## src/rtl/wdt_pkg.sv

```systemverilog
package wdt_pkg;

    // ==========================================================
    // Register map
    localparam logic [7:0] WATCHDOG_SELECT_ADDR = 8'h09;
    localparam logic [7:0] STATUS_ADDR = 8'h0A;
    localparam logic [7:0] WATCHDOG_SELECT_RESET = 8'h07;
    localparam int RATIO_SEL_LSB = 0;
    localparam int TIMEOUT_FLAG_BIT = 5;
    localparam int POWER_DOWN_FLAG_BIT = 4;

    // ==========================================================
    // Timing
    localparam int FIXED_DIV_STAGES = 8;
    localparam int INSTR_CLK_DIV = 4;
    localparam int SETTLE_CYCLES = 1024;
    localparam logic [10:0] SETTLE_LAST = 11'h3FF;
    localparam logic [1:0] INSTR_DIV_LAST = 2'h3;

    // ==========================================================
    // Option, state and wake-cause types
    typedef enum logic [1:0] {
        SRC_RC_OSC = 2'h0,
        SRC_CRYSTAL = 2'h1,
        SRC_INSTR = 2'h2
    } wdt_src_t;

    typedef enum logic [3:0] {
        ST_RUN = 4'h1,
        ST_HALT = 4'h2,
        ST_SETTLE = 4'h4,
        ST_RESET = 4'h8
    } pwr_state_t;

    typedef enum logic [1:0] {
        WAKE_NONE = 2'h0,
        WAKE_PORT = 2'h1,
        WAKE_IRQ = 2'h2,
        WAKE_WDT = 2'h3
    } wake_cause_t;

    typedef struct packed {
        pwr_state_t st;
        logic [7:0] sel;
        logic [7:0] fixed_cnt;
        logic [7:0] pre_cnt;
        logic [1:0] instr_div;
        logic [10:0] settle_cnt;
        logic timeout_flag;
        logic power_down_flag;
        logic first_seen;
        logic second_seen;
        logic [7:0] port_prev;
        logic [7:0] irq_mask_at_halt;
        wake_cause_t cause;
        logic chip_reset;
        logic warm_reset;
        logic sys_clk_en;
        logic resume;
        logic irq_entry;
        logic [7:0] rdata;
    } wdt_state_t;

endpackage

```

## src/rtl/watchdog_halt_wakeup.sv

```systemverilog
// Function
// - Watchdog clock from RC oscillator, crystal timebase, or instruction clock (sys/4).
// - Disabled watchdog ignores all watchdog actions and never times out.
// - RC oscillator source first passes a fixed 8-stage divide-by-256.
// - Ratio field bits 2..0 give extra prescale of two to its value.
// - Bit 3 and high nibble are plain software flag storage.
// - Instruction-clock source stops counting during halt.
// - Overflow in normal run gives chip reset and sets time-out flag.
// - Overflow in halt gives warm reset of program counter and stack pointer.
// - Reset pin, clear op or halt op clear counter and prescaler.
// - Single-clear needs one op; dual-clear needs both first and second ops.
// - Halt stops system clock; RC oscillator keeps running if selected.
// - Halt keeps RAM, registers and ports unchanged.
// - Halt clears counter and prescaler, then they count again from zero.
// - Halt sets power-down flag and clears time-out flag.
// - Power-down flag cleared only by power-up or clear op.
// - Halt ends on reset, interrupt, enabled port A falling edge, overflow.
// - Each port A pin has its own wake-up enable option.
// - Port wake-up resumes at instruction after halt.
// - Interrupt wake-up resumes next instruction unless enabled and stack not full.
// - Interrupt already pending at halt entry cannot wake the device.
// - Every wake-up inserts 1024 system clock periods before resuming.
// - Time-out flag cleared by power-up, clear op, halt; set only by time-out.
`timescale 1ns/1ps
`default_nettype none
module watchdog_halt_wakeup
    import wdt_pkg::*;
(
    input wire logic clk,
    input wire logic rst_b,
    input wire logic external_reset_pin,
    input wire logic wdt_enable_opt,
    input wire logic [1:0] wdt_src_opt,
    input wire logic dual_clear_opt,
    input wire logic [7:0] port_wake_en_opt,
    input wire logic rc_osc_tick,
    input wire logic crystal_tick,
    input wire logic clear_watchdog_op,
    input wire logic first_clear_op,
    input wire logic second_clear_op,
    input wire logic halt_op,
    input wire logic [7:0] port_a_in,
    input wire logic [7:0] irq_pending,
    input wire logic irq_enabled,
    input wire logic stack_full,
    input wire logic [7:0] addr,
    input wire logic [7:0] wdata,
    input wire logic wr_stb,
    input wire logic rd_stb,
    output logic [7:0] rdata,
    output logic chip_reset,
    output logic warm_reset,
    output logic sys_clk_en,
    output logic resume,
    output logic irq_entry,
    output logic timeout_flag,
    output logic power_down_flag
);

    // ==========================================================
    // State
    wdt_state_t s_r;
    wdt_state_t s_nxt;

    logic tick;
    logic wdt_clear;
    logic do_halt;
    logic overflow;
    logic fixed_wrap;
    logic [7:0] pre_last;
    logic [7:0] port_fall;
    logic [7:0] irq_new;

    // ==========================================================
    // Watchdog clock selection
    always_comb begin
        unique case (wdt_src_t'(wdt_src_opt))
            SRC_RC_OSC: tick = rc_osc_tick;
            SRC_CRYSTAL: tick = crystal_tick;
            SRC_INSTR: tick = (s_r.instr_div == INSTR_DIV_LAST) && s_r.sys_clk_en;
            default: tick = 1'b0;
        endcase
    end

    // ==========================================================
    // Combinational next state
    always_comb begin
        s_nxt = s_r;
        s_nxt.rdata = 8'h00;
        s_nxt.chip_reset = 1'b0;
        s_nxt.warm_reset = 1'b0;
        s_nxt.resume = 1'b0;
        s_nxt.irq_entry = 1'b0;
        s_nxt.port_prev = port_a_in;
        port_fall = s_r.port_prev & ~port_a_in & port_wake_en_opt;
        irq_new = irq_pending & ~s_r.irq_mask_at_halt;
        do_halt = halt_op && (s_r.st == ST_RUN);
        // Dual mode clears only once both halves are seen, in either order
        wdt_clear = 1'b0;
        if (wdt_enable_opt && (s_r.st == ST_RUN)) begin
            if (!dual_clear_opt) begin
                wdt_clear = clear_watchdog_op;
            end else begin
                if (first_clear_op) begin
                    s_nxt.first_seen = 1'b1;
                end
                if (second_clear_op) begin
                    s_nxt.second_seen = 1'b1;
                end
                if ((s_r.first_seen || first_clear_op) && (s_r.second_seen || second_clear_op)) begin
                    wdt_clear = 1'b1;
                    s_nxt.first_seen = 1'b0;
                    s_nxt.second_seen = 1'b0;
                end
            end
        end
        pre_last = (8'h01 << s_r.sel[2:0]) - 8'h01;
        fixed_wrap = 1'b0;
        overflow = 1'b0;
        if (wdt_enable_opt && tick && (s_r.st != ST_RESET) && (s_r.st != ST_SETTLE)) begin
            if (wdt_src_t'(wdt_src_opt) == SRC_RC_OSC) begin
                s_nxt.fixed_cnt = s_r.fixed_cnt + 8'h01;
                fixed_wrap = (s_r.fixed_cnt == 8'hFF);
            end else begin
                fixed_wrap = 1'b1;
            end
            if (fixed_wrap) begin
                if (s_r.pre_cnt == pre_last) begin
                    s_nxt.pre_cnt = 8'h00;
                    overflow = 1'b1;
                end else begin
                    s_nxt.pre_cnt = s_r.pre_cnt + 8'h01;
                end
            end
        end
        if (s_r.sys_clk_en) begin
            s_nxt.instr_div = s_r.instr_div + 2'h1;
        end
        // Register port: status flags are read-only, writes never touch them
        if (wr_stb && (addr == WATCHDOG_SELECT_ADDR)) begin
            s_nxt.sel = wdata;
        end
        if (rd_stb) begin
            unique case (addr)
                WATCHDOG_SELECT_ADDR: s_nxt.rdata = s_r.sel;
                STATUS_ADDR: begin
                    s_nxt.rdata[TIMEOUT_FLAG_BIT] = s_r.timeout_flag;
                    s_nxt.rdata[POWER_DOWN_FLAG_BIT] = s_r.power_down_flag;
                end
                default: s_nxt.rdata = 8'h00;
            endcase
        end
        if (wdt_clear || do_halt) begin
            s_nxt.fixed_cnt = 8'h00;
            s_nxt.pre_cnt = 8'h00;
        end
        if (wdt_clear) begin
            s_nxt.timeout_flag = 1'b0;
            s_nxt.power_down_flag = 1'b0;
        end
        unique case (s_r.st)
            ST_RUN: begin
                if (do_halt) begin
                    s_nxt.st = ST_HALT;
                    s_nxt.sys_clk_en = 1'b0;
                    s_nxt.power_down_flag = 1'b1;
                    s_nxt.timeout_flag = 1'b0;
                    s_nxt.irq_mask_at_halt = irq_pending;
                    s_nxt.first_seen = 1'b0;
                    s_nxt.second_seen = 1'b0;
                end else if (overflow) begin
                    s_nxt.timeout_flag = 1'b1;
                    s_nxt.chip_reset = 1'b1;
                    s_nxt.st = ST_RESET;
                    s_nxt.settle_cnt = 11'h000;
                    s_nxt.sel = WATCHDOG_SELECT_RESET;
                    s_nxt.fixed_cnt = 8'h00;
                    s_nxt.pre_cnt = 8'h00;
                    // A half-done dual clear must not survive the chip reset
                    s_nxt.first_seen = 1'b0;
                    s_nxt.second_seen = 1'b0;
                end
            end
            ST_HALT: begin
                // Timeout outranks other wake sources to report the flag
                if (overflow) begin
                    s_nxt.timeout_flag = 1'b1;
                    s_nxt.cause = WAKE_WDT;
                    s_nxt.st = ST_SETTLE;
                end else if (|irq_new) begin
                    s_nxt.cause = WAKE_IRQ;
                    s_nxt.st = ST_SETTLE;
                end else if (|port_fall) begin
                    s_nxt.cause = WAKE_PORT;
                    s_nxt.st = ST_SETTLE;
                end
                if (s_nxt.st == ST_SETTLE) begin
                    s_nxt.sys_clk_en = 1'b1;
                    s_nxt.settle_cnt = 11'h000;
                end
            end
            ST_SETTLE, ST_RESET: begin
                s_nxt.settle_cnt = s_r.settle_cnt + 11'h001;
                if (s_r.settle_cnt == SETTLE_LAST) begin
                    s_nxt.st = ST_RUN;
                    s_nxt.chip_reset = 1'b0;
                    if (s_r.st == ST_SETTLE) begin
                        unique case (s_r.cause)
                            WAKE_WDT: s_nxt.warm_reset = 1'b1;
                            WAKE_IRQ: begin
                                s_nxt.irq_entry = irq_enabled && !stack_full;
                                s_nxt.resume = !(irq_enabled && !stack_full);
                            end
                            default: s_nxt.resume = 1'b1;
                        endcase
                    end
                    s_nxt.cause = WAKE_NONE;
                end else if (s_r.st == ST_RESET) begin
                    s_nxt.chip_reset = 1'b1;
                end
            end
            default: s_nxt.st = ST_RESET;
        endcase
        // Reset pin during run or halt re-initialises; flags keep meaning
        if (!external_reset_pin) begin
            s_nxt.st = ST_RESET;
            s_nxt.chip_reset = 1'b1;
            s_nxt.sys_clk_en = 1'b1;
            s_nxt.settle_cnt = 11'h000;
            s_nxt.fixed_cnt = 8'h00;
            s_nxt.pre_cnt = 8'h00;
            s_nxt.sel = WATCHDOG_SELECT_RESET;
            s_nxt.first_seen = 1'b0;
            s_nxt.second_seen = 1'b0;
            s_nxt.cause = WAKE_NONE;
            s_nxt.resume = 1'b0;
            s_nxt.irq_entry = 1'b0;
            s_nxt.warm_reset = 1'b0;
        end
    end

    // ==========================================================
    // Registers
    always_ff @(posedge clk or negedge rst_b) begin
        if (!rst_b) begin
            s_r <= '{
                st: ST_RESET,
                sel: WATCHDOG_SELECT_RESET,
                fixed_cnt: 8'h00,
                pre_cnt: 8'h00,
                instr_div: 2'h0,
                settle_cnt: 11'h000,
                timeout_flag: 1'b0,
                power_down_flag: 1'b0,
                first_seen: 1'b0,
                second_seen: 1'b0,
                // Idle pins read high, so no false falling edge after power-up
                port_prev: 8'hFF,
                irq_mask_at_halt: 8'h00,
                cause: WAKE_NONE,
                chip_reset: 1'b1,
                warm_reset: 1'b0,
                sys_clk_en: 1'b1,
                resume: 1'b0,
                irq_entry: 1'b0,
                rdata: 8'h00
            };
        end else begin
            s_r <= s_nxt;
        end
    end

    // Outputs are fields of the state register
    assign rdata = s_r.rdata;
    assign chip_reset = s_r.chip_reset;
    assign warm_reset = s_r.warm_reset;
    assign sys_clk_en = s_r.sys_clk_en;
    assign resume = s_r.resume;
    assign irq_entry = s_r.irq_entry;
    assign timeout_flag = s_r.timeout_flag;
    assign power_down_flag = s_r.power_down_flag;

endmodule
`default_nettype wire

```

## config.mk

```make
export PLATFORM = sky130hd
export DESIGN_NAME = watchdog_halt_wakeup
export DESIGN_NICKNAME = d
export VERILOG_FILES = /design/src/rtl/wdt_pkg.sv /design/src/rtl/watchdog_halt_wakeup.sv
export SDC_FILE = /design/constraint.sdc
export NUM_CORES = 1
export LEC_CHECK = 0
export BUFFER_PORTS_ARGS = -buffer_cell sky130_fd_sc_hd__buf_4
export CORE_MARGIN = 1
export CORE_UTILIZATION = 35
export DETAILED_ROUTE_END_ITERATION = 16
export HOLD_SLACK_MARGIN = 0.15
export SETUP_SLACK_MARGIN = 0.3
export SLEW_MARGIN = 10
export SYNTH_ARGS = -nofsm -noshare
export SYNTH_HDL_FRONTEND = slang
export SYNTH_SLANG_ARGS = --single-unit
```

## constraint.sdc

```tcl
create_clock -name clk -period 2.22 [get_ports clk]
set_input_delay 0.111 -clock clk [delete_from_list [all_inputs] [get_ports clk]]
set_output_delay 0.111 -clock clk [all_outputs]
set_load 0.05 [all_outputs]
```

; Word-level counts from Yosys, hierarchy flattened
; Cells that the tools add are included.
[totals]
input_bits = 57
reg_bits = 76
out_inout_bits = 15
word_cells = 152
[classes]
n_mux = 72
eq_ne = 27
bitwise_logic = 5
reduce_logical = 23
shifts = 1
add_sub_neg = 5
[op_table]
columns = operator, n
row1 = 28-bit two-way mux, 2
row2 = 24-bit two-way mux, 2
row3 = 8-bit two-way mux, 5
row4 = 11-bit two-way mux, 3
row5 = 11-bit one-hot mux with 3 select lines, 1
row6 = 16-bit two-way mux, 2
row7 = 2-bit two-way mux, 15
row8 = 4-bit two-way mux, 7
row9 = 8-bit AND, 3
row10 = 1-bit two-way mux, 24
row11 = 8-bit by 1-bit adder with 8-bit output (second input constant), 2
row12 = 8-bit by 4-bit equality test with 1-bit output (second input constant), 2
row13 = 8-bit NOT, 2
row14 = 8-bit OR reduction, 2
row15 = 3-bit != test (second input constant), 5
row16 = 12-bit two-way mux, 1
row17 = 4-bit one-hot mux with 3 select lines, 1
row18 = 11-bit by 1-bit adder with 11-bit output (second input constant), 1
row19 = 11-bit by 10-bit equality test with 1-bit output (second input constant), 1
row20 = 1-bit logical AND, 9
row21 = 2-bit equality test (second input constant), 4
row22 = 4-bit by 3-bit equality test with 1-bit output (second input constant), 2
row23 = 8-bit equality test, 1
row24 = 8-bit equality test (second input constant), 1
row25 = 24 further kinds, 35

; Logic depth before layout (Yosys ltp)
[logic_depth]
word_depth = 15
ltp_mapped = 8

; Least setup slack after synthesis
; No wires, ideal clock.
[synth_timing]
path_type = flip-flop to flip-flop
startpoint = register s_r, in the netlist sys_clk_en
endpoint = register s_r[39] (netlist name)
path_slack_ps = -16
stages_incl_launch_ff = 8
required_time_ps = 2096
synth_period_minus_slack_ps = 2236
arrival_time_ps = 2112
n_path_buf = 1
path_cell_list = dfstp_2 -> a32o_1 -> o221ai_2 -> a21oi_4 -> nand4_2 -> o221a_2 -> buf_6 -> a211o_1
[synth_via]
elab_chain_len = 11
[synth_lines]
columns = element, line
row1 = from (decl), watchdog_halt_wakeup.sv:62  ; wdt_state_t s_r;
row2 = from (signal assigned), watchdog_halt_wakeup.sv:246  ; s_r <= '{
row3 = from (signal assigned), watchdog_halt_wakeup.sv:269  ; s_r <= s_nxt;
row4 = 1-bit logical AND *, watchdog_halt_wakeup.sv:80  ; SRC_INSTR: tick = (s_r.instr_div == INSTR_DIV_LAST) && s_r.sys_clk_en;
row5 = 1-bit one-hot mux with 3 select lines *, watchdog_halt_wakeup.sv:77  ; unique case (wdt_src_t'(wdt_src_opt))
row6 = 1-bit logical AND * (3 in a row), watchdog_halt_wakeup.sv:120  ; if (wdt_enable_opt && tick && (s_r.st != ST_RESET) && (s_r.st != ST_SETTLE)) begin
row7 = 1-bit two-way mux *, watchdog_halt_wakeup.sv:120
row8 = 4-bit two-way mux, watchdog_halt_wakeup.sv:186  ; if (overflow) begin
row9 = 4-bit two-way mux, watchdog_halt_wakeup.sv:161  ; unique case (s_r.st)
row10 = 4-bit by 3-bit equality test with 1-bit output, watchdog_halt_wakeup.sv:197  ; if (s_nxt.st == ST_SETTLE) begin
row11 = 3-bit != test (no line), --
row12 = 4-bit AND reduction (no line) *, --
; Mark *: on every way between the ends. The rest lies on a longest branch, timed or not. The select of a mux whose other input is x is not followed.
; A chain may end at the register's enable or synchronous reset.

; Final worst setup path
[layout_timing]
startpoint = register s_r[53] (netlist name)
endpoint = register s_r[44] (netlist name)
[layout_via]
elab_chain_len = 9
[layout_lines]
columns = element, line
row1 = 8-bit equality test *, watchdog_halt_wakeup.sv:128  ; if (s_r.pre_cnt == pre_last) begin
row2 = 1-bit two-way mux *, watchdog_halt_wakeup.sv:128
row3 = 1-bit two-way mux *, watchdog_halt_wakeup.sv:127  ; if (fixed_wrap) begin
row4 = 1-bit two-way mux *, watchdog_halt_wakeup.sv:120
row5 = 4-bit two-way mux, watchdog_halt_wakeup.sv:186
row6 = 4-bit two-way mux, watchdog_halt_wakeup.sv:161
row7 = 4-bit by 3-bit equality test with 1-bit output, watchdog_halt_wakeup.sv:197
row8 = 3-bit != test (no line), --
row9 = 4-bit AND reduction (no line) *, --
; Marks and branches as above.

==> impl_metrics.toml <==
[min_path]
worstHoldPathCells = 3
hold_path_class = "input pin to register"
holdPathEnd = "irq_entry"
hp-start = "irq_enabled"

[drt]
final_antenna_net_count = 0
drt_iter0_drc = 125
wl_microns = 9170
vias_per_cell = 5.03
drc_errors = 0
drt_first_pass_iters = 5
avgRoutedWirePerCell_microns = 14.2
vias = 3241

[timing]
rsz0062_at_grt = "yes"
finalHoldViolations = 0
timing.final.max_slew_violations = 0
timing.slew.headroom_pct = 36.8
setup_viol = 0
min_period_ns = 2.12
min_period_over_period_pct = 95.6
tightest_slew_ns = 0.948
fin_tns_setup_ns = 0
skew_ns = 0.00709
max_freq_ghz = 0.471

[floorplan]
ios = 72
die_w_microns = 106
coreArea_sq_um = 10400
die_area_sq_um = 11300
rows = 37
die_y_microns = 106
initial_core_util_pct = 36.5

[clock_network]
cts_buffers = 9
cts_tree = "built"
cts_buffer_depth = 2
worstSkewPairLatency_ns = 0.35
root_buffer = "clkbuf_8"
path_clk_slew_ns = 0.08
cts.sink_count = 76
h-tree-depth = 3

[global_route]
grt_antenna_before_repair = 0
grt-ovfl-total = 0
grt_usage_pct = 16.9
grt_pass1_vias = 3279
grt_pass1_wl_microns = 15100
grt_start_max_net_pins = 77

[synthesis]
synth_edf_count = 0
netlist_area_sq_um = 3810
synth_most_common_cell = "dfrtp_1"
synthTopCellsByArea = "dfrtp_1 41%, dfstp_2 9.7%, nor2_1 4.0%"
synthesis.nets = 438
synth_commonest_cells = "62 x dfrtp_1, 41 x nor2_1, 38 x nand2_1, 15 x o21ai_0, 14 x dfstp_2"
synthArstFlopShare_pct = 100
synthCells = 377
synth_area_leader_cell = "dfrtp_1"
synth.ff_latch_count = 76
yosysTopAreaCellShare_pct = 40.8
avgSynthCellArea_sq_um = 10.1
netlist-cell-type-count = 62
seq_area_frac_synth_pct = 50.4
ys.flop_type = "dfrtp_1"
ys_warn_count = 0

[power_and_ir_drop]
p_per_area_nw_per_um2 = 539
peakVddDrop_mv = 0.361
leakage_nw = 2.55

[setup_path]
r2r_slack_ns = 0.1
worstPathMaxFanout = 6
crit_path_start_kind = "register"
r2r_cells = 6
cp-end-kind = "register"
crit_type = "register to register"
cp.arrival_ns = 2.37
reg2reg_from = "s_r[53]"
reg2reg_to = "s_r[44]"
worstPathRequired_ns = 2.46

[place]
dp_hpwl_microns = 5930
dp.cells = 580
port_buffers = 71
gp_congestion = 0.784

[layout]
syn_to_final_growth_pct = 42.6
drive_above_1_share_pct = 34.1
layoutNonFillerInstCount = 644
finalNetCount = 564
diodes = 0
fill_cells = 937

[flow_run]
drv_cap = 0

[status]
status = "completed"
## per-layer routing
layer	vias up	global-route usage, %	share of wire (%)
met5	-	0	0
met4	0	6.25	2.0
met3	14	3.80	4.5
met2	86	28.6	49
met1	1541	21.1	44
li1	1600	-	-
## placed cells by master (no fill, tap or decap), drive strengths merged, types with 5 or more instances in the layout
| master | count |
|---|---|
| a21oi | 8 |
| nor2 | 41 |
| nand4 | 9 |
| nand3 | 14 |
| and3 | 10 |
| o21ai | 15 |
| nand2 | 38 |
| and2 | 7 |
| dfstp | 14 |
| a21o | 5 |
| inv | 12 |
| xnor2 | 6 |
| clkbuf | 12 |
| o22ai | 8 |
| mux2i | 12 |
| nor2b | 7 |
| nor3 | 10 |
| dfrtp | 62 |
| buf | 96 |
| xor2 | 12 |
| dlygate4sd3 | 36 |
## worst max-delay path by stage
stage / start / endpoint / slack [ns]
finish: s_r[53] / s_r[44] / 0.1
CTS: s_r[51] / s_r[44] / 0.17
detailed placement: s_r[51] / s_r[43] / 0.09
global route: s_r[53] / s_r[43] / 0.03
floorplan: sys_clk_en / s_r[35] / 0.04
global placement: s_r[66] / s_r[43] / 0.13
## where the power goes
group	leakage, nW	internal, W	total [W]	switching [W]
sequential	1.00	0.00141	0.00143	0.0000134
clock	0.122	0.000722	0.00123	0.000509
combinational	1.43	0.000151	0.000269	0.000118
total	2.55	0.00229	0.00293	0.000641
## critical path, cell delays in order (launching register included)
cell	delay (ns)
dfrtp_1	0.49
or4_4	0.48
mux2i_2	0.27
nand4_4	0.17
buf_4	0.18
o221a_4	0.23
a22o_1	0.20
## final cells by class
| cell class | instances | area [sq um] | area share (%) |
|---|---|---|---|
| timing repair buffer | 132 | 1090 | 20.1 |
| multi-input combinational | 272 | 1960 | 36.2 |
| tap | 136 | 170 | 3.14 |
| clock buffer | 12 | 165 | 3.04 |
| inverter | 12 | 45.0 | 0.830 |
| clock inverter | 4 | 70.1 | 1.29 |
| sequential | 76 | 1920 | 35.5 |
## flip-flops by register name, indices dropped and copies added (netlist names)
| register | flops |
|---|---|
| s_r | 61 |
| rdata | 8 |
| chip_reset | 1 |
| irq_entry | 1 |
| power_down_flag | 1 |
| resume | 1 |
| sys_clk_en | 1 |
| timeout_flag | 1 |
| warm_reset | 1 |
## metrics by stage
step	cell area, sq um	utilization (%)	setup WS (ns)	hold slack [ns]	power (W)
global placement	4530	43.5	0.127	0.229	0.00166
finish	5430	52.1	0.0976	0.204	0.00293
detailed placement	4530	43.5	0.0892	0.231	0.00167
global route	5430	52.1	0.0309	0.195	0.00305
CTS	5260	50.5	0.174	0.185	0.00297
floorplan	3840	-	0.0409	-0.185	0.00153
## what timing repair did
item,4_1_cts,5_1_grt
endpoints found under the hold margin,98,0
cloned,1,1
gates resized for setup,9,30
pin swaps,5,15
setup endpoints to repair,42,45
hold buffers,36,0
setup buffers,10,0
## cells by family after synthesis
logic type | count (synthesis) | synth area share (%)
AOI/OAI and AO/OA | 71 | 13.7
xor gates and xnor gates | 18 | 4.14
adders and majority gates | 4 | 1.31
buffers and inverters | 30 | 4.21
DFF | 76 | 50.4
muxes | 14 | 3.75
and+or+nand+nor | 164 | 22.5
Note: power is estimated with default switching activity, not from simulation.
